File: src/ldm_pkg.sv
package ldm_pkg;

    // ****************************************
    // register offsets
    // ****************************************
    localparam logic [7:0] ADDR_RECEIVER_CONFIG_TWO = 8'h0C;
    localparam logic [7:0] ADDR_MAINT_CONTROL_ZERO = 8'h0D;
    localparam logic [7:0] ADDR_MAINT_CONTROL_ONE = 8'h0E;
    localparam logic [7:0] ADDR_MAINT_CONTROL_TWO = 8'h0F;
    localparam logic [7:0] ADDR_TX_INBAND_CODE = 8'h10;

    // ****************************************
    // field positions
    // ****************************************
    localparam int SLICE_LSB = 4;
    localparam int RSV_RCF_LSB = 2;
    localparam int GAIN_LSB = 0;
    localparam int PATT_LSB = 5;
    localparam int PCLK_BIT = 4;
    localparam int INV_BIT = 3;
    localparam int CRIT_BIT = 2;
    localparam int ALARM_DURING_LOSS_ENABLE_BIT = 1;
    localparam int AUTO_ALL_ONES_BIT = 0;
    localparam int AUTO_REMOTE_LOOP_ENABLE_BIT = 3;
    localparam int RLP_BIT = 2;
    localparam int ALP_BIT = 1;
    localparam int DLP_BIT = 0;
    localparam int TXLEN_LSB = 4;
    localparam int RXALEN_LSB = 2;
    localparam int RXDLEN_LSB = 0;

    // ****************************************
    // reset values and reserved contents
    // ****************************************
    localparam logic [1:0] RST_SLICE = 2'h1;
    localparam logic [1:0] RSV_RCF_VALUE = 2'h2;
    localparam logic [1:0] RST_RXD_LEN = 2'h1;
    localparam logic [7:0] RST_TX_CODE = 8'h01;
    localparam logic [7:0] READ_ZERO = 8'h00;

    // ****************************************
    // decoded analog settings
    // ****************************************
    localparam logic [6:0] SLICE_PCT_40 = 7'h28;
    localparam logic [6:0] SLICE_PCT_50 = 7'h32;
    localparam logic [6:0] SLICE_PCT_60 = 7'h3C;
    localparam logic [6:0] SLICE_PCT_70 = 7'h46;
    localparam logic [5:0] GAIN_DB_0 = 6'h00;
    localparam logic [5:0] GAIN_DB_22 = 6'h16;
    localparam logic [5:0] GAIN_DB_26 = 6'h1A;
    localparam logic [5:0] GAIN_DB_32 = 6'h20;

    // ****************************************
    // pattern generator constants
    // ****************************************
    localparam logic [3:0] CODE_LEN_MIN = 4'h5;
    localparam int P15_TAP_A = 14;
    localparam int P15_TAP_B = 13;
    localparam int Q20_TAP_A = 19;
    localparam int Q20_TAP_B = 16;
    localparam logic [14:0] P15_SEED = 15'h7FFF;
    localparam logic [19:0] Q20_SEED = 20'hF_FFFF;

    typedef enum logic [1:0] {
        PAT_NORMAL = 2'h0,
        PAT_ONES = 2'h1,
        PAT_RANDOM = 2'h2,
        PAT_CODE = 2'h3
    } ldm_pat_t;

    typedef struct packed {
        logic [1:0] slicer_threshold;
        logic [1:0] monitor_gain;
        ldm_pat_t pattern_select;
        logic pattern_clock_select;
        logic sequence_invert;
        logic loss_alarm_criterion;
        logic alarm_during_loss_enable;
        logic auto_all_ones;
        logic auto_remote_loop_enable;
        logic remote_loop_enable;
        logic analog_loop_enable;
        logic digital_loop_enable;
        logic [1:0] tx_inband_code_length;
        logic [1:0] rx_activate_code_length;
        logic [1:0] rx_deactivate_code_length;
        logic [7:0] tx_inband_code;
    } ldm_cfg_t;

    localparam ldm_cfg_t CFG_RESET = '{
        slicer_threshold: RST_SLICE,
        pattern_select: PAT_NORMAL,
        rx_deactivate_code_length: RST_RXD_LEN,
        tx_inband_code: RST_TX_CODE,
        default: '0
    };

endpackage

File: src/ldm_line_diag_maint_control.sv
// Summary of operation
// - slicer threshold field gives mark level 40/50/60/70 percent, default 50.
// - monitor gain field gives receive boost of 0, 22, 26 or 32 dB.
// - pattern 00 passes data, or zeros with pattern clock 1; 01 sends ones.
// - pattern 10 sends 2^15-1 sequence in E1, 2^20-1 sequence in T1/J1.
// - pattern 11 repeats programmable inband code, default 00001.
// - pattern clock select picks transmit clock (0) or master clock (1).
// - invert bit inverts random data on transmit and in the detector.
// - criterion bit selects which loss/alarm detection standard applies.
// - alarm enable substitutes alarm signal on receive rails during loss.
// - auto all-ones sends ones during loss, only with pattern 00 and pattern clock 0.
// - bit 3 enables automatic remote loopback.
// - bit 2 loops received line data back toward the line.
// - bit 1 enables analog loopback.
// - bit 0 enables digital loopback.
// - transmit code length selects 5 to 8 low code bits, default 5.
// - receive activate code length selects 5 to 8 bits, default 5.
// - receive deactivate code length selects 5 to 8 bits, default 6.
// - transmit code register holds 8-bit code, default 00001.
module ldm_line_diag_maint_control
    import ldm_pkg::*;
(
    // clock and reset
    input wire logic CLK_I,
    input wire logic RST_I,
    // control port
    input wire logic [7:0] ADDR_I,
    input wire logic WR_I,
    input wire logic RD_I,
    input wire logic [7:0] WDATA_I,
    output logic [7:0] RDATA_O,
    // mode and line status
    input wire logic E1_MODE_I,
    input wire logic LOSS_I,
    input wire logic ACT_CODE_SEEN_I,
    // transmit path
    input wire logic TRANSMIT_CLOCK_TICK_I,
    input wire logic MCLK_TICK_I,
    input wire logic TX_DATA_I,
    output logic TX_LINE_O,
    // receive path
    input wire logic RX_TICK_I,
    input wire logic RX_POS_I,
    input wire logic RX_NEG_I,
    output logic RX_POS_O,
    output logic RX_NEG_O,
    output logic RX_CLK_SUBST_O,
    output logic PRBS_ERR_O,
    // analog and loopback controls
    output ldm_cfg_t CFG_O,
    output logic [6:0] SLICE_PCT_O,
    output logic [5:0] MON_GAIN_DB_O,
    output logic REMOTE_LOOP_O
);

    // ****************************************
    // register file
    // ****************************************
    ldm_cfg_t cfg_q, cfg_d;
    logic [7:0] rdata_q, rdata_d;
    wire sel_receiver_config_two = ADDR_I == ADDR_RECEIVER_CONFIG_TWO;
    wire sel_m0 = ADDR_I == ADDR_MAINT_CONTROL_ZERO;
    wire sel_m1 = ADDR_I == ADDR_MAINT_CONTROL_ONE;
    wire sel_m2 = ADDR_I == ADDR_MAINT_CONTROL_TWO;
    wire sel_code = ADDR_I == ADDR_TX_INBAND_CODE;

    wire [7:0] rd_receiver_config_two = {2'h0, cfg_q.slicer_threshold, RSV_RCF_VALUE,
                          cfg_q.monitor_gain};
    wire [7:0] rd_m0 = {1'b0, cfg_q.pattern_select,
                        cfg_q.pattern_clock_select, cfg_q.sequence_invert,
                        cfg_q.loss_alarm_criterion,
                        cfg_q.alarm_during_loss_enable, cfg_q.auto_all_ones};
    wire [7:0] rd_m1 = {4'h0, cfg_q.auto_remote_loop_enable,
                        cfg_q.remote_loop_enable, cfg_q.analog_loop_enable,
                        cfg_q.digital_loop_enable};
    wire [7:0] rd_m2 = {2'h0, cfg_q.tx_inband_code_length,
                        cfg_q.rx_activate_code_length,
                        cfg_q.rx_deactivate_code_length};

    always_comb begin
        cfg_d = cfg_q;
        if (WR_I && sel_receiver_config_two) begin
            cfg_d.slicer_threshold = WDATA_I[SLICE_LSB +: 2];
            cfg_d.monitor_gain = WDATA_I[GAIN_LSB +: 2];
        end
        if (WR_I && sel_m0) begin
            cfg_d.pattern_select = ldm_pat_t'(WDATA_I[PATT_LSB +: 2]);
            cfg_d.pattern_clock_select = WDATA_I[PCLK_BIT];
            cfg_d.sequence_invert = WDATA_I[INV_BIT];
            cfg_d.loss_alarm_criterion = WDATA_I[CRIT_BIT];
            cfg_d.alarm_during_loss_enable = WDATA_I[ALARM_DURING_LOSS_ENABLE_BIT];
            cfg_d.auto_all_ones = WDATA_I[AUTO_ALL_ONES_BIT];
        end
        if (WR_I && sel_m1) begin
            cfg_d.auto_remote_loop_enable = WDATA_I[AUTO_REMOTE_LOOP_ENABLE_BIT];
            cfg_d.remote_loop_enable = WDATA_I[RLP_BIT];
            cfg_d.analog_loop_enable = WDATA_I[ALP_BIT];
            cfg_d.digital_loop_enable = WDATA_I[DLP_BIT];
        end
        if (WR_I && sel_m2) begin
            cfg_d.tx_inband_code_length = WDATA_I[TXLEN_LSB +: 2];
            cfg_d.rx_activate_code_length =
                WDATA_I[RXALEN_LSB +: 2];
            cfg_d.rx_deactivate_code_length =
                WDATA_I[RXDLEN_LSB +: 2];
        end
        if (WR_I && sel_code) begin
            cfg_d.tx_inband_code = WDATA_I;
        end
    end

    assign rdata_d = !RD_I ? rdata_q :
                     sel_receiver_config_two ? rd_receiver_config_two :
                     sel_m0 ? rd_m0 :
                     sel_m1 ? rd_m1 :
                     sel_m2 ? rd_m2 :
                     sel_code ? cfg_q.tx_inband_code : READ_ZERO;

    always_ff @(posedge CLK_I) begin
        if (RST_I) begin
            cfg_q <= CFG_RESET;
            rdata_q <= READ_ZERO;
        end else begin
            cfg_q <= cfg_d;
            rdata_q <= rdata_d;
        end
    end

    assign RDATA_O = rdata_q;
    assign CFG_O = cfg_q;

    // ****************************************
    // analog setting decode
    // ****************************************
    logic [6:0] slice_pct_q;
    logic [5:0] gain_db_q;
    wire [6:0] slice_pct_d = cfg_q.slicer_threshold == 2'h0 ? SLICE_PCT_40 :
                             cfg_q.slicer_threshold == 2'h1 ? SLICE_PCT_50 :
                             cfg_q.slicer_threshold == 2'h2 ? SLICE_PCT_60 :
                             SLICE_PCT_70;
    wire [5:0] gain_db_d = cfg_q.monitor_gain == 2'h0 ? GAIN_DB_0 :
                           cfg_q.monitor_gain == 2'h1 ? GAIN_DB_22 :
                           cfg_q.monitor_gain == 2'h2 ? GAIN_DB_26 :
                           GAIN_DB_32;

    always_ff @(posedge CLK_I) begin
        if (RST_I) begin
            slice_pct_q <= SLICE_PCT_50;
            gain_db_q <= GAIN_DB_0;
        end else begin
            slice_pct_q <= slice_pct_d;
            gain_db_q <= gain_db_d;
        end
    end

    assign SLICE_PCT_O = slice_pct_q;
    assign MON_GAIN_DB_O = gain_db_q;

    // ****************************************
    // transmit pattern generator
    // ****************************************
    logic [14:0] gen15_q;
    logic [19:0] gen20_q;
    logic [2:0] code_idx_q;
    logic tx_line_q;
    wire tx_tick = cfg_q.pattern_clock_select ? MCLK_TICK_I
                                              : TRANSMIT_CLOCK_TICK_I;
    wire fb15 = gen15_q[P15_TAP_A] ^ gen15_q[P15_TAP_B];
    wire fb20 = gen20_q[Q20_TAP_A] ^ gen20_q[Q20_TAP_B];
    wire rand_bit = (E1_MODE_I ? fb15 : fb20)
                    ^ cfg_q.sequence_invert;
    wire [3:0] code_len = CODE_LEN_MIN
                          + {2'h0, cfg_q.tx_inband_code_length};
    wire [3:0] code_last = code_len - 4'h1;
    wire code_over = {1'b0, code_idx_q} > code_last;
    wire [3:0] code_pos = code_over ? 4'h0
                          : code_last - {1'b0, code_idx_q};
    wire code_bit = cfg_q.tx_inband_code[code_pos[2:0]];
    wire code_wrap = {1'b0, code_idx_q} >= code_last;
    wire [2:0] code_idx_d = code_wrap ? 3'h0 : code_idx_q + 3'h1;
    wire auto_ones = cfg_q.auto_all_ones && LOSS_I;
    wire remote_loop = cfg_q.remote_loop_enable
        || (cfg_q.auto_remote_loop_enable && ACT_CODE_SEEN_I);
    wire normal_bit = cfg_q.pattern_clock_select ? 1'b0
                    : (auto_ones || TX_DATA_I);
    wire pat_bit = cfg_q.pattern_select == PAT_ONES ? 1'b1 :
                   cfg_q.pattern_select == PAT_RANDOM ? rand_bit :
                   cfg_q.pattern_select == PAT_CODE ? code_bit :
                   normal_bit;
    wire rx_mark = RX_POS_I || RX_NEG_I;
    wire tx_bit = remote_loop ? rx_mark : pat_bit;

    always_ff @(posedge CLK_I) begin
        if (RST_I) begin
            gen15_q <= P15_SEED;
            gen20_q <= Q20_SEED;
            code_idx_q <= 3'h0;
            tx_line_q <= 1'b0;
        end else if (tx_tick) begin
            gen15_q <= {gen15_q[13:0], fb15};
            gen20_q <= {gen20_q[18:0], fb20};
            code_idx_q <= code_idx_d;
            tx_line_q <= tx_bit;
        end
    end

    assign TX_LINE_O = tx_line_q;
    assign REMOTE_LOOP_O = remote_loop;

    // ****************************************
    // receive sequence checker
    // ****************************************
    logic [14:0] chk15_q;
    logic [19:0] chk20_q;
    logic prbs_err_q;
    wire rx_seq = rx_mark ^ cfg_q.sequence_invert;
    wire pred = E1_MODE_I ? chk15_q[P15_TAP_A] ^ chk15_q[P15_TAP_B]
                          : chk20_q[Q20_TAP_A] ^ chk20_q[Q20_TAP_B];

    always_ff @(posedge CLK_I) begin
        if (RST_I) begin
            chk15_q <= P15_SEED;
            chk20_q <= Q20_SEED;
            prbs_err_q <= 1'b0;
        end else begin
            prbs_err_q <= RX_TICK_I && (rx_seq != pred);
            if (RX_TICK_I) begin
                chk15_q <= {chk15_q[13:0], rx_seq};
                chk20_q <= {chk20_q[18:0], rx_seq};
            end
        end
    end

    assign PRBS_ERR_O = prbs_err_q;

    // ****************************************
    // alarm substitution on receive rails
    // ****************************************
    logic rx_pos_q, rx_neg_q, ais_phase_q, clk_subst_q;
    wire ais_on = cfg_q.alarm_during_loss_enable && LOSS_I;

    always_ff @(posedge CLK_I) begin
        if (RST_I) begin
            rx_pos_q <= 1'b0;
            rx_neg_q <= 1'b0;
            ais_phase_q <= 1'b0;
            clk_subst_q <= 1'b0;
        end else begin
            clk_subst_q <= ais_on;
            if (RX_TICK_I) begin
                ais_phase_q <= !ais_phase_q;
                rx_pos_q <= ais_on ? !ais_phase_q : RX_POS_I;
                rx_neg_q <= ais_on ? ais_phase_q : RX_NEG_I;
            end
        end
    end

    assign RX_POS_O = rx_pos_q;
    assign RX_NEG_O = rx_neg_q;
    assign RX_CLK_SUBST_O = clk_subst_q;

    // ****************************************
    // checks
    // ****************************************
    a_slice_decode: assert property (
        @(posedge CLK_I) disable iff (RST_I)
        SLICE_PCT_O == ($past(cfg_q.slicer_threshold) == 2'h0 ? SLICE_PCT_40
            : $past(cfg_q.slicer_threshold) == 2'h1 ? SLICE_PCT_50
            : $past(cfg_q.slicer_threshold) == 2'h2 ? SLICE_PCT_60
            : SLICE_PCT_70))
        else $error("slicer percent wrong");

    a_gain_decode: assert property (
        @(posedge CLK_I) disable iff (RST_I)
        MON_GAIN_DB_O == ($past(cfg_q.monitor_gain) == 2'h0 ? GAIN_DB_0
            : $past(cfg_q.monitor_gain) == 2'h1 ? GAIN_DB_22
            : $past(cfg_q.monitor_gain) == 2'h2 ? GAIN_DB_26
            : GAIN_DB_32))
        else $error("monitor gain wrong");

    a_ones_sent: assert property (
        @(posedge CLK_I) disable iff (RST_I)
        (tx_tick && !remote_loop && cfg_q.pattern_select == PAT_ONES)
            |=> TX_LINE_O)
        else $error("all ones not sent");

    a_zeros_sent: assert property (
        @(posedge CLK_I) disable iff (RST_I)
        (tx_tick && !remote_loop && cfg_q.pattern_clock_select
            && cfg_q.pattern_select == PAT_NORMAL) |=> !TX_LINE_O)
        else $error("all zeros not sent");

    a_loss_ones: assert property (
        @(posedge CLK_I) disable iff (RST_I)
        (tx_tick && !remote_loop && LOSS_I && cfg_q.auto_all_ones
            && !cfg_q.pattern_clock_select
            && cfg_q.pattern_select == PAT_NORMAL) |=> TX_LINE_O)
        else $error("auto all ones missing");

    a_random_bit: assert property (
        @(posedge CLK_I) disable iff (RST_I)
        (tx_tick && !remote_loop && cfg_q.pattern_select == PAT_RANDOM
            && E1_MODE_I && !cfg_q.sequence_invert)
            |=> TX_LINE_O == $past(gen15_q[P15_TAP_A] ^ gen15_q[P15_TAP_B]))
        else $error("random bit wrong");

    a_code_bit: assert property (
        @(posedge CLK_I) disable iff (RST_I)
        (tx_tick && !remote_loop && cfg_q.pattern_select == PAT_CODE
            && code_idx_q == 3'h0 && cfg_q.tx_inband_code_length == 2'h0)
            |=> TX_LINE_O == $past(cfg_q.tx_inband_code[4]))
        else $error("code bit wrong");

    a_remote_loop: assert property (
        @(posedge CLK_I) disable iff (RST_I)
        (tx_tick && cfg_q.remote_loop_enable)
            |=> TX_LINE_O == $past(RX_POS_I || RX_NEG_I))
        else $error("remote loop data wrong");

    a_ais_rails: assert property (
        @(posedge CLK_I) disable iff (RST_I)
        (RX_TICK_I && LOSS_I && cfg_q.alarm_during_loss_enable)
            |=> (RX_POS_O ^ RX_NEG_O) && RX_CLK_SUBST_O)
        else $error("alarm not substituted");

    a_rx_pass: assert property (
        @(posedge CLK_I) disable iff (RST_I)
        (RX_TICK_I && !(LOSS_I && cfg_q.alarm_during_loss_enable))
            |=> RX_POS_O == $past(RX_POS_I) && RX_NEG_O == $past(RX_NEG_I)
            && !RX_CLK_SUBST_O)
        else $error("rails not passed through");

    a_reserved_read: assert property (
        @(posedge CLK_I) disable iff (RST_I)
        (RD_I && sel_receiver_config_two) |=> RDATA_O[RSV_RCF_LSB +: 2] == RSV_RCF_VALUE)
        else $error("reserved bits wrong");

    a_write_back: assert property (
        @(posedge CLK_I) disable iff (RST_I)
        (WR_I && sel_code) |=> CFG_O.tx_inband_code == $past(WDATA_I))
        else $error("code register not written");

    a_code_read: assert property (
        @(posedge CLK_I) disable iff (RST_I)
        (RD_I && sel_code) |=> RDATA_O == $past(CFG_O.tx_inband_code))
        else $error("code readback wrong");

endmodule

File: config.mk
export PLATFORM = sky130hd
export DESIGN_NAME = ldm_line_diag_maint_control
export DESIGN_NICKNAME = d
export VERILOG_FILES = /design/src/ldm_pkg.sv /design/src/ldm_line_diag_maint_control.sv
export SDC_FILE = /design/constraint.sdc
export NUM_CORES = 1
export LEC_CHECK = 0
export ABC_AREA = 1
export BUFFER_PORTS_ARGS = -buffer_cell sky130_fd_sc_hd__buf_2
export CORE_ASPECT_RATIO = 1.1
export CORE_MARGIN = 2
export CORE_UTILIZATION = 53
export DETAILED_ROUTE_END_ITERATION = 8
export GPL_ROUTABILITY_DRIVEN = 0
export HOLD_SLACK_MARGIN = 0.15
export PLACE_DENSITY = 0.75
export SETUP_SLACK_MARGIN = 0.15
export SYNTH_ARGS = -nofsm -noshare
export SYNTH_HDL_FRONTEND = slang
export SYNTH_SLANG_ARGS = --single-unit
File: constraint.sdc
create_clock -name CLK_I -period 2.7 [get_ports CLK_I]
set_clock_uncertainty 0.15 [all_clocks]
set_input_delay 0.405 -clock CLK_I [delete_from_list [all_inputs] [get_ports CLK_I]]
set_output_delay 0.405 -clock CLK_I [all_outputs]
set_load 0.1 [all_outputs]
=== After elaboration in Yosys (flattened, before gate mapping) ===
Cells that the tools add are included.

* Input bits: 29
* Logic and storage cells: 100
* Output and inout port bits: 56
* Register bits after elaboration: 129

* Equality and inequality tests: 13
* Order comparisons: 3
* Reductions and logical operators: 18
* Bitwise gates (word level): 6
* Add/subtract/negate cells: 4
* Mux-type cells: 24

{| class="wikitable"
|+ Operator list
! operator !! number
|-
| $mux W8 || 5
|-
| $eq A8 B4 Y1 const B || 4
|-
| $mux W5 || 3
|-
| $mux W1 || 11
|-
| $logic_and A1 B1 Y1 || 9
|-
| $eq A2 B2 Y1 const B || 4
|-
| $eq A8 B5 Y1 const B || 1
|-
| $mux W7 || 1
|-
| $eq A2 B1 Y1 const B || 3
|-
| $mux W3 || 2
|-
| $mux W6 || 1
|-
| $reduce_or A3 Y1 || 2
|-
| $xor A1 B1 Y1 || 6
|-
| $add A3 B2 Y4 const A || 1
|-
| $ge A3 B4 Y1 || 1
|-
| $gt A3 B4 Y1 || 1
|-
| $logic_not A2 Y1 || 2
|-
| $lt A3 B4 Y1 const B || 1
|-
| $sub A4 B1 Y4 const B || 1
|-
| $add A3 B1 Y3 const B || 1
|-
| $bmux W1 S3 || 1
|-
| $logic_or A1 B1 Y1 || 3
|-
| $sub A3 B3 Y3 || 1
|-
| $reduce_or A2 Y1 || 1
|-
| 2 further kinds || 2
|}

=== Depth between registers and ports, before layout ===
Gate-level depths: netlist of run 1.

* Depth in word-level cells: 10
* Mapped depth: 16
* Depth with buffers taken out: 16

=== Least setup slack after synthesis of run 1 ===
No wires, ideal clock.

* Kind: reg2reg
* Start point: reg cfg_q (netlist bit CFG_O[12])
* End point: reg tx_line_q, in the netlist TX_LINE_O
* Arrival time: 2.368 ns
* Setup slack: 0.051 ns
* Required time: 2.418 ns
* Stages on the path, launching flop included: 15
* Clock period less this slack: 2.649 ns
* Library setup time: 0.132 ns
* Buffers on the path: 0
* Path through: dfxtp_1 > inv_1 > ha_1 > inv_1 > fa_1 > nand2_1 > inv_1 > nand2_1 > nand2_1 > nand2_1 > nand3_1 > nand2_1 > nand2_1 > nand2_1 > a21oi_1

* Cells in the longest elaborated chain, start to end: 10
* Elaborated cells on any way between the ends: 11
* Those cells by class: 3 x add/sub; 1 x order compare; 7 x mux

{| class="wikitable"
|+ Ends and longest elaborated chain
! item !! RTL line !! source
|-
| start, declared || ldm_line_diag_maint_control.sv:59 || <nowiki>ldm_cfg_t cfg_q, cfg_d;</nowiki>
|-
| start signal, assigned || ldm_line_diag_maint_control.sv:124 || <nowiki>cfg_q <= cfg_d;</nowiki>
|-
| $add A3 B2 Y4 * || ldm_line_diag_maint_control.sv:173 || <nowiki>+ {2'h0, cfg_q.tx_inband_code_length};</nowiki>
|-
| $sub A4 B1 Y4 * || ldm_line_diag_maint_control.sv:174 || <nowiki>wire [3:0] code_last = code_len - 4'h1;</nowiki>
|-
| $gt A3 B4 Y1 or $sub A3 B3 Y3 (tied branches) || ldm_line_diag_maint_control.sv:175, ldm_line_diag_maint_control.sv:177 ||
|-
| $mux W3 * || ldm_line_diag_maint_control.sv:176 || <nowiki>wire [3:0] code_pos = code_over ? 4'h0</nowiki>
|-
| $bmux W1 S3 * || ldm_line_diag_maint_control.sv:178 || <nowiki>wire code_bit = cfg_q.tx_inband_code[code_pos[2:0]];</nowiki>
|-
| $mux W1 (not written as such) * || ldm_line_diag_maint_control.sv:178 ||
|-
| $mux W1 * || ldm_line_diag_maint_control.sv:188 || <nowiki>cfg_q.pattern_select == PAT_CODE ? code_bit :</nowiki>
|-
| $mux W1 * || ldm_line_diag_maint_control.sv:187 || <nowiki>cfg_q.pattern_select == PAT_RANDOM ? rand_bit :</nowiki>
|-
| $mux W1 * || ldm_line_diag_maint_control.sv:186 || <nowiki>wire pat_bit = cfg_q.pattern_select == PAT_ONES ? 1'b1 :</nowiki>
|-
| $mux W1 * || ldm_line_diag_maint_control.sv:191 || <nowiki>wire tx_bit = remote_loop ? rx_mark : pat_bit;</nowiki>
|-
| end signal, assigned || ldm_line_diag_maint_control.sv:203 || <nowiki>tx_line_q <= tx_bit;</nowiki>
|-
| end, declared || ldm_line_diag_maint_control.sv:165 || <nowiki>logic tx_line_q;</nowiki>
|}

Mark *: on every way between the ends. The rest lies on a longest branch, timed or not. The select of a mux whose other input is x is not followed.
A chain may end at the register's enable or synchronous reset.

=== Worst setup path after layout of run 1 ===
* Start point: reg code_idx_q[0]
* End point: reg tx_line_q, in the netlist TX_LINE_O

* Cells in the longest elaborated chain, start to end: 8
* Elaborated cells on any way between the ends: 9
* Those cells by class: 1 x add/sub; 1 x order compare; 7 x mux

{| class="wikitable"
|+ Ends and longest elaborated chain
! item !! RTL line !! source
|-
| start, declared || ldm_line_diag_maint_control.sv:164 || <nowiki>logic [2:0] code_idx_q;</nowiki>
|-
| start signal, assigned || ldm_line_diag_maint_control.sv:202 || <nowiki>code_idx_q <= code_idx_d;</nowiki>
|-
| $gt A3 B4 Y1 or $sub A3 B3 Y3 (tied branches) || ldm_line_diag_maint_control.sv:175, ldm_line_diag_maint_control.sv:177 ||
|-
| $mux W3 * || ldm_line_diag_maint_control.sv:176 ||
|-
| $bmux W1 S3 * || ldm_line_diag_maint_control.sv:178 ||
|-
| $mux W1 (not written as such) * || ldm_line_diag_maint_control.sv:178 ||
|-
| $mux W1 * || ldm_line_diag_maint_control.sv:188 ||
|-
| $mux W1 * || ldm_line_diag_maint_control.sv:187 ||
|-
| $mux W1 * || ldm_line_diag_maint_control.sv:186 ||
|-
| $mux W1 * || ldm_line_diag_maint_control.sv:191 ||
|}

Marked as above.

==> metrics, run 1 <==
outcome=finished, final reports clean; fin util=63.2%; Rel. slew slack=58.8%; Final Cell Area=5290 um2; min Tclk post-route=2020 ps; GRT Total Usage=21.3%; Clock H-tree levels=3; cell accounting for the most synthesized area=dfxtp_1; CTS Buffer Depth=2; Area growth syn-to-layout=15.9%; combinational family with the most area after synthesis=simple AND/OR/NAND/NOR gates; Synth top area share=48.7%; Power, Total=3.19 mW; Finish-stage setup viols=0; Req. time, crit path=2800 ps; synthesized area per cell=7.64 um2; vias in the first global route=3,550; met2 global-route usage=36.8%; largest net degree at the start of global routing=56; chip height=101 um; Post-Synth Adder-Cell Area=3.46%; final net count=710; post-synthesis xor/xnor area fraction=1.15%; Die X=92.5 um; DR iter-0 viols=163; # port buffers=82; Placed Area=5030 um2; Startpoint Class=flop; Multi-input gate area=2000 um2; RSZ-0062 raised after global routing=false; Tcrit/Tclk final=74.7%; VDD IR max=0.341 mV; Row Count=35; Final WS setup=683 ps; initial antenna violation count=0; Core Footprint=8360 um2; Peak Freq=496 MHz; Hold Path Class=in2reg; fraction of layout cells with a size suffix above 1=18.8%; Yosys warning count=0; CTS sink count=111; final max-slew violation count=0; Main synth FF type=dfxtp_1; power per cell area=603 nW/um2; synthesized area=4560 um2; wire per inst=12.6 um; initial cell density of the core=54.5%; via count=4,017; Clock Pin Slew Worst Setup and Hold Paths=110 ps; Inserted Diodes=0; reported max-cap violation count=0; sequential fraction of the synthesis area=48.7%; Place WS=671 ps; global route overflow=0; Post-Route Setup TNS=0 ps; Setup Crit Path Kind=reg2reg; CTS tree=built; Hold Vio Cnt, Final=0; clock latency on the worst-skew pair=370 ps; drt pass-1 iters=4; simple-gate share of the synthesized area=27.4%; register area=2220 um2; HPWL after DPL=6.94 mm; detailed-route vias per instance=5.12; root buffer cell=clkbuf_8; M3 GR Usage=4.32%; Final ANT Viol Nets=0; Die Area=9370 um2; Worst Tran Pin Value=617 ps; fillcell total=737; Post-CTS Setup Repair Bufs=0; Distinct cells, synth=40; I/O pins=85; mux share of post-synthesis cell area=0%; post-synthesis compound-gate area fraction=11.7%; Post-synth EDFFs=0; first-pass GRT wire length=16.1 mm; DRC viols=0; met1 GRT Util=27.2%; GRT busiest layer=met2; crit path DAT=2110 ps; Lkg Pwr=2.54 nW; CP max FO=4; WL final=9.87 mm; cts bufs inserted=9; nature of the critical path endpoint=flop; top area cells in the synthesized netlist=dfxtp_1 49%, nand2_1 14%, nand3_1 7.4%, a21oi_1 4.3%, inv_1 4.2%; #FFs+latches synth=111; Async SR Flop Fraction=0%; Post-Syn Instances=597
[per-stage QoR]
stage	hold slack [ps]	instances
6_report	164	785
5_1_grt	166	785
4_1_cts	152	784
3_5_place_dp	290	766
3_3_place_gp	287	766
2_1_floorplan	279	598
[repair_timing]
action                     CTS  global route
gates resized for setup      0             0
hold endpoints to repair     2             1
hold buffers                 2             1
setup endpoints to repair    0             0
[report_power, final]
part / total (mW) / internal, mW / switching (mW) / leakage (nW)
Sequential: 1.74 / 1.70 / 0.0361 / 0.911
Clock: 1.12 / 0.534 / 0.585 / 0.108
Combinational: 0.331 / 0.102 / 0.229 / 1.52
[sequential cells by signal (all words and copies together) (netlist names)]
register and count:
SLICE_PCT_O 6, ais_phase_q 1, chk15_q 14, gen20_q 20, RX_NEG_O 1, RX_CLK_SUBST_O 1, gen15_q 15, chk20_q 6
MON_GAIN_DB_O 4, code_idx_q 3, TX_LINE_O 1, CFG_O 29, RDATA_O 8, RX_POS_O 1, PRBS_ERR_O 1
[cells by family after synthesis]
group,count (synthesis)
fa+ha+maj,12
other cells,1
buf+inv,86
simple gates,286
flops,111
xor+xnor,6
compound gates,95
[cells in the mapped netlist, types with 3 or more instances]
| library cell | instances |
|---|---|
| or2_2 | 4 |
| o21ai_0 | 34 |
| a211oi_1 | 4 |
| nand3_1 | 67 |
| ha_1 | 11 |
| inv_2 | 5 |
| buf_4 | 3 |
| inv_1 | 51 |
| nand2_1 | 175 |
| clkbuf_1 | 22 |
| a21oi_1 | 39 |
| nor2_1 | 24 |
| xor2_1 | 4 |
| nand4_1 | 4 |
| o211ai_1 | 4 |
| dfxtp_1 | 111 |
[final cells by class]
type                       instances  share of cell area, %
clock buffer                       9                   2.34
sequential                       111                   42.1
timing repair buffer              89                   9.13
inverter                          57                   4.05
multi-input combinational        401                   37.8
clock inverter                     7                   1.96
tap                              111                   2.63
[layout by cell type, fill, tap and decap left out, drive strengths merged]
| cell | netlist | routed |
|---|---|---|
| clkbuf | 22 | 9 |
| clkinv | 1 | 2 |
| a31oi | 2 | 2 |
| o221ai | 1 | 1 |
| a211oi | 4 | 4 |
| a21oi | 41 | 41 |
| clkinvlp | 0 | 2 |
| nand4 | 4 | 4 |
| o21bai | 1 | 1 |
| xor2 | 4 | 4 |
| bufinv | 0 | 2 |
| o211ai | 4 | 4 |
| xnor2 | 2 | 2 |
| conb | 1 | 2 |
| buf | 7 | 86 |
| nor3 | 3 | 3 |
| dlygate4sd3 | 0 | 3 |
| nand2 | 177 | 177 |
| a221oi | 2 | 2 |
| or2 | 4 | 4 |
| nor4 | 2 | 2 |
| inv | 56 | 58 |
| nand3 | 68 | 68 |
| ha | 11 | 11 |
| o22ai | 2 | 2 |
| and3b | 1 | 1 |
| o21ai | 37 | 37 |
| nor2 | 27 | 27 |
| dfxtp | 111 | 111 |
| a21o | 1 | 1 |
| fa | 1 | 1 |
[worst paths after layout]
path                         startpoint                        end  slack, ps  cells past startpoint
min                              LOSS_I  RX_CLK_SUBST_O$_SDFF_PP0_        160                      3
max          code_idx_q[0]$_SDFFE_PP0P_     TX_LINE_O$_SDFFE_PP0P_        680                     12
min reg2reg     chk15_q[7]$_SDFFE_PP1P_    chk15_q[7]$_SDFFE_PP1P_        310                      2
max reg2reg  code_idx_q[0]$_SDFFE_PP0P_     TX_LINE_O$_SDFFE_PP0P_        680                     12
[per-layer routing]
metal | routed length (um) | share of wire, %
met5 | 0 | 0
met4 | 102 | 1.0
met3 | 558 | 5.7
met2 | 4770 | 48
met1 | 4440 | 45
[critical path, cell delays in order (launching register included)]
cell     delay, ps
dfxtp_1        420
ha_1           170
inv_1           50
fa_1           360
or2_2          280
nand3_1        100
inv_1           50
nand2_1         60
nand3_1         70
nand2_1         60
nand2_1         40
nand2_1         50
a21oi_1         50
Note: power is estimated with default switching activity, not from simulation.
==> inputs of run 2 (changes only) <==
- ABC_AREA: 1 -> 0
- CORE_UTILIZATION: 53 -> 50
- PLACE_DENSITY: 0.75 -> 0.73
- clock period: 2.7 -> 1.8 ns (I/O delays scaled with it)
==> metrics, run 2 <==
CP Launch Point=CFG_O[12]$_SDFFE_PP0P_; Lkg Pwr=2.67 nW (+5.2%); wire per inst=14.7 um (+17%); I/O pins=85 (unchanged); CTS tree=built; start of the worst register-to-register path=CFG_O[12]$_SDFFE_PP0P_; root buffer cell=clkbuf_8; Hold Path Origin=E1_MODE_I; Worst Tran Pin Value=511 ps (-106 ps); most common cell after layout, fill and taps aside=nand2_1; initial cell density of the core=51.4% (-3.1 points); DR iter-0 viols=173 (+6.1%); critical path cell sequence=inv_2, ha_4, inv_2, fa_2, and3b_1, a2111oi_2, nand4b_1, nand3_1; GRT busiest layer=met2; DRC viols=0 (unchanged); Peak Freq=494 MHz (-0.27%); max reg flops=29 (unchanged); initial antenna violation count=0 (unchanged); outcome=finished, violations left; vias in the first global route=3,888 (+9.5%); detailed-route vias per instance=5.31 (+3.9%); HPWL after DPL=7.63 mm (+9.9%); commonest cells after routing, fill and taps aside=98 x nand2_1, 88 x dfxtp_1, 63 x buf_2; sequential fraction of the synthesis area=46.2% (-2.5 points); Synth top area share=46.2% (-2.5 points); nature of the critical path endpoint=flop; met1 GRT Util=26.4% (-0.77 points); Req. time, crit path=1960 ps (-840 ps); CP most frequent cell=inv_2; Hold Path Class=in2reg; VDD IR max=0.461 mV (+35%); Die Area=10,400 um2 (+11%); Row Count=37 (+5.7%); Area growth syn-to-layout=25.6%; chip height=107 um (+5.5%); Async SR Flop Fraction=0% (unchanged); reported max-cap violation count=0 (unchanged); Tcrit/Tclk final=112% (+38 points); Distinct cells, synth=56 (+40%); most frequent cell after synthesis=dfxtp_1; power per cell area=776 nW/um2 (+29%); Power, Total=4.68 mW (+47%); fraction of layout cells with a size suffix above 1=29.1% (+10 points); first-pass GRT wire length=18.1 mm (+12%); Final WS setup=-223 ps (-905 ps); GRT Total Usage=21.2% (-0.14 points); DP Cell Count=727 (-5.1%); global route overflow=0 (unchanged); Die X=97.5 um (+5.4%); Setup Crit Path Kind=reg2reg; crit path DAT=2180 ps (+70 ps); CTS sink count=111 (unchanged); cell accounting for the most synthesized area=dfxtp_1; met2 global-route usage=36.6% (-0.28 points); # port buffers=82 (unchanged); drt pass-1 iters=4 (unchanged); Post-synth EDFFs=0 (unchanged); synthesized area=4810 um2 (+5.4%); CP max FO=4 (unchanged); Hold Vio Cnt, Final=0 (unchanged); RSZ-0062 raised after global routing=true; Core Footprint=9350 um2 (+12%); Rel. slew slack=66.1% (+7.3 points); Post-Syn Instances=540 (-9.5%); Finished Layout Cells=762 (-2.9%); #FFs+latches synth=111 (unchanged); largest net degree at the start of global routing=47 (-16%); Clock Pin Slew Worst Setup and Hold Paths=110 ps (about the same); min Tclk post-route=2020 ps (+5.40 ps); slowest CP cell=fa_2; M3 GR Usage=3.72% (-0.60 points); synthesized area per cell=8.90 um2 (+16%); final net count=681 (-4.1%); failing checks=setup timing; Finish-stage setup viols=1 (+1); top area cells in the synthesized netlist=dfxtp_1 46%, nand2_1 7.8%, nand3b_1 5.3%, a211o_1 4.2%, mux2i_1 3.7%; Clock H-tree levels=3 (unchanged); Final ANT Viol Nets=0 (unchanged); Inserted Diodes=0 (unchanged); largest stage delay on the critical path=550 ps (+130 ps); Main synth FF type=dfxtp_1; via count=4,050 (+0.82%); clock latency on the worst-skew pair=380 ps (about the same); Startpoint Class=flop; Commonest cells post-synth=111 x dfxtp_1, 100 x nand2_1, 43 x nor2_1; WL final=11.2 mm (+13%); cts bufs inserted=9 (unchanged); Yosys warning count=0 (unchanged); final max-slew violation count=0 (unchanged); CTS Buffer Depth=2 (unchanged)
run 2: final timing paths:
kind                                           endpoint  slack, ps  cells past startpoint
worst max-delay path             TX_LINE_O$_SDFFE_PP0P_       -220                      8
worst min-delay path              PRBS_ERR_O$_SDFF_PP0_        180                      4
worst max register to register   TX_LINE_O$_SDFFE_PP0P_       -220                      8
worst min register to register  chk15_q[8]$_SDFFE_PP1P_        310                      1
run 2: final cells by class:
| cell class | instances | area, um2 |
|---|---|---|
| Inverter | 16 | 63.8 |
| Tap cell | 117 | 146 |
| Sequential cell | 111 | 2270 |
| Clock buffer | 10 | 138 |
| Timing Repair Buffer | 125 | 883 |
| Multi-Input combinational cell | 377 | 2480 |
| Fill cell | 778 | 3320 |
| Clock inverter | 6 | 57.6 |
run 2: cell families after synthesis:
logic type / count (synthesis) / share of synthesized area, %
and+or+nand+nor: 248 / 26.9
AOI/OAI and AO/OA: 84 / 12.6
muxes: 21 / 4.45
xor gates and xnor gates: 9 / 1.64
DFF: 111 / 46.2
adders and majority gates: 12 / 3.28
other: 1 / 0.0780
buffers and inverters: 54 / 4.87
run 2: layer usage:
layer  vias up  share of wire (%)
met3        16                4.0
met2        88                 50
li1       2031                  -
met4         0                1.7
met1      1915                 44
met5         -                  0
run 2: critical path: cells and delay by family (launching register included):
kind | cells | cell delay [ps]
compound gates | 1 | 310
flops | 1 | 360
buf+inv | 2 | 80
fa+ha+maj | 2 | 670
simple gates | 3 | 390
run 2: through the flow:
step           area (um2)  setup TNS (ps)  utilization, %  setup slack, ps  hold WS [ps]
2_1_floorplan        4910            -275               -             -275           262
3_3_place_gp         5520            -166            59.1             -166           285
3_5_place_dp         5520            -211            59.1             -205           291
4_1_cts              5920            -229            63.3             -229           163
5_1_grt              6040            -339            64.5             -339           206
6_report             6040            -223            64.5             -223           178
run 2: what timing repair did:
action | 4_1_cts | 5_1_grt
pin swaps | 1 | 7
hold buffers | 14 | 1
endpoints found under the hold margin | 37 | 2
buffers inserted | 1 | 4
setup endpoints to repair | 16 | 39
resized for setup | 18 | 18
gates cloned | 0 | 1
run 2: power by group:
| part | internal [mW] | leakage (nW) | switching [mW] |
|---|---|---|---|
| registers | 2.54 | 0.920 | 0.0547 |
| clock network | 0.577 | 0.101 | 0.889 |
| logic | 0.254 | 1.65 | 0.365 |
| total | 3.37 | 2.67 | 1.31 |
==> inputs of run 3 (changes only) <==
- CORE_MARGIN: 2 -> unset
- CORE_UTILIZATION: 50 -> 52
- CTS_BUF_LIST: unset -> sky130_fd_sc_hd__clkbuf_8
- PLACE_DENSITY: 0.73 -> 0.76
==> metrics, run 3 (synthesis gave the netlist of run 2 again) <==
Hold Path Origin=RST_I; Die Area=9630 um2 (-7.5%); max reg flops=29 (unchanged); global route overflow=0 (unchanged); fillcell total=699 (-10%); Core Footprint=8920 um2 (-4.6%); nature of the critical path endpoint=flop; cts bufs inserted=9 (unchanged); failing checks=setup timing; CTS Buffer Depth=2 (unchanged); R2R cell count=9 (+1); DR iter-0 viols=156 (-9.8%); Finish-stage setup viols=1 (unchanged); crit path DAT=2160 ps (-20 ps); vias in the first global route=3,845 (-1.1%); final net count=682 (+0.15%); Finished Layout Cells=760 (-0.26%); CTS sink count=111 (unchanged); HPWL after DPL=7.65 mm (+0.21%); register area=2270 um2 (unchanged); Area growth syn-to-layout=24.3%; detailed-route vias per instance=5.37 (+1.0%); RSZ-0062 raised after global routing=true; critical path cell sequence=inv_2, ha_4, inv_2, fa_2, xor2_1, and3b_1, a2111oi_4, nand4b_1, nand3_1; Hold Vio Cnt, Final=0 (unchanged); Multi-input gate area=2450 um2 (-1.1%); most common cell after layout, fill and taps aside=nand2_1; VDD IR max=0.466 mV (+1.3%); initial antenna violation count=0 (unchanged); largest net degree at the start of global routing=40 (-15%); first-pass GRT wire length=17.5 mm (-3.2%); min Tclk post-route=1980 ps (-39.2 ps); slowest CP cell=dfxtp_4; CTS tree=built; Hold Path Cell Cnt=2 (-2); end of the worst register-to-register path=TX_LINE_O$_SDFFE_PP0P_; start of the worst register-to-register path=CFG_O[12]$_SDFFE_PP0P_; Clock H-tree levels=3 (unchanged); Clock Pin Slew Worst Setup and Hold Paths=110 ps (about the same); Lkg Pwr=2.65 nW (-0.91%); outcome=finished, violations left; commonest cells after routing, fill and taps aside=99 x nand2_1, 88 x dfxtp_1, 65 x buf_2; Tcrit/Tclk final=110% (-2.2 points); DP Cell Count=729 (+0.28%); final max-slew violation count=0 (unchanged); drt pass-1 iters=4 (unchanged); R2R setup slack=-180 ps (+40 ps); Rel. slew slack=64.2% (-1.9 points); Hold Path Class=in2reg; clock latency on the worst-skew pair=380 ps (about the same); CP most frequent cell=inv_2; worst hold slack=172 ps (-6.23 ps); reported max-cap violation count=0 (unchanged); fraction of layout cells with a size suffix above 1=28.6% (-0.51 points); I/O pins=85 (unchanged); root buffer cell=clkbuf_8; Worst Tran Pin Value=533 ps (+21.3 ps); largest stage delay on the critical path=360 ps (-190 ps); # port buffers=82 (unchanged); via count=4,080 (+0.74%); wire per inst=14.3 um (-2.7%); Inserted Diodes=0 (unchanged); initial cell density of the core=53.9% (+2.5 points); Setup Crit Path Kind=reg2reg; WL final=10.9 mm (-3.0%); DRC viols=0 (unchanged); power per cell area=791 nW/um2 (+1.9%); Startpoint Class=flop; CP max FO=4 (unchanged); Row Count=36 (-2.7%); Req. time, crit path=1980 ps (+20 ps); Die X=93.7 um (-3.9%); Final ANT Viol Nets=0 (unchanged); chip height=103 um (-3.7%); Worst Hold End=CFG_O[28]$_SDFFE_PP0P_; Final WS setup=-183 ps (+39.2 ps); GRT Total Usage=23.2% (+2.1 points); Peak Freq=504 MHz (+2.0%)
-- run 3: cell count changes in the layout (fill, tap and decap cells not counted), moves of 2 or more --
| cell | previous run | this run |
|---|---|---|
| buf_2 | 63 | 65 |
| clkbuf_4 | 5 | 2 |
| buf_12 | 5 | 2 |
| buf_4 | 37 | 44 |
| a21oi_2 | 3 | 1 |
| a21oi_1 | 24 | 26 |
-- run 3: power breakdown --
part	leakage [nW]	switching [mW]	internal [mW]
Combinational	1.63	0.365	0.243
Clock	0.104	0.953	0.566
Sequential	0.920	0.0541	2.54
Total	2.65	1.37	3.35
-- run 3: worst max-delay path: cells and delay by family, from the launching register on --
family          cells  cell delay (ps)
fa+ha+maj           2              450
simple gates        3              420
flops               1              360
compound gates      1              290
xor+xnor            1              180
buf+inv             2               80
-- run 3: stage by stage --
stage	setup slack, ps	TNS [ps]	power (mW)	utilization (%)	area [um2]
2_1_floorplan	-275	-275	3.07	-	4910
3_3_place_gp	-161	-161	3.21	62.0	5530
3_5_place_dp	-192	-224	3.23	62.0	5530
4_1_cts	-177	-177	4.74	66.5	5930
5_1_grt	-276	-276	4.93	67.0	5970
6_report	-183	-183	4.72	67.0	5970
-- run 3: worst max-delay path by stage --
stage / startpoint / end / slack (ps)
2_1_floorplan: CFG_O[12]$_SDFFE_PP0P_ / TX_LINE_O$_SDFFE_PP0P_ / -280
3_3_place_gp: code_idx_q[0]$_SDFFE_PP0P_ / TX_LINE_O$_SDFFE_PP0P_ / -160
3_5_place_dp: code_idx_q[0]$_SDFFE_PP0P_ / TX_LINE_O$_SDFFE_PP0P_ / -190
4_1_cts: CFG_O[12]$_SDFFE_PP0P_ / TX_LINE_O$_SDFFE_PP0P_ / -180
5_1_grt: CFG_O[12]$_SDFFE_PP0P_ / TX_LINE_O$_SDFFE_PP0P_ / -280
6_report: CFG_O[12]$_SDFFE_PP0P_ / TX_LINE_O$_SDFFE_PP0P_ / -180
-- run 3: metal layers --
metal,GRT usage (%),wire length (um),up-vias
li1,-,-,2028
met1,28.0,4730,1929
met2,40.9,5380,102
met3,3.69,506,21
met4,10.5,239,0
met5,0,0,-
-- run 3: repair_timing --
| action | CTS | global route |
|---|---|---|
| setup endpoints to repair | 15 | 6 |
| setup buffers | 1 | 1 |
| hold buffers | 12 | 0 |
| cloned | 0 | 1 |
| pin swaps | 3 | 0 |
| hold endpoints to repair | 33 | 0 |
| gates resized for setup | 21 | 6 |
-- run 3: area by class of cell --
class / count / share of cell area, %
Inverter: 16 / 1.07
Tap cell: 114 / 2.39
Multi-Input combinational cell: 377 / 41.1
Timing Repair Buffer: 126 / 14.1
Clock inverter: 7 / 1.36
Clock buffer: 9 / 2.07
Sequential cell: 111 / 37.9
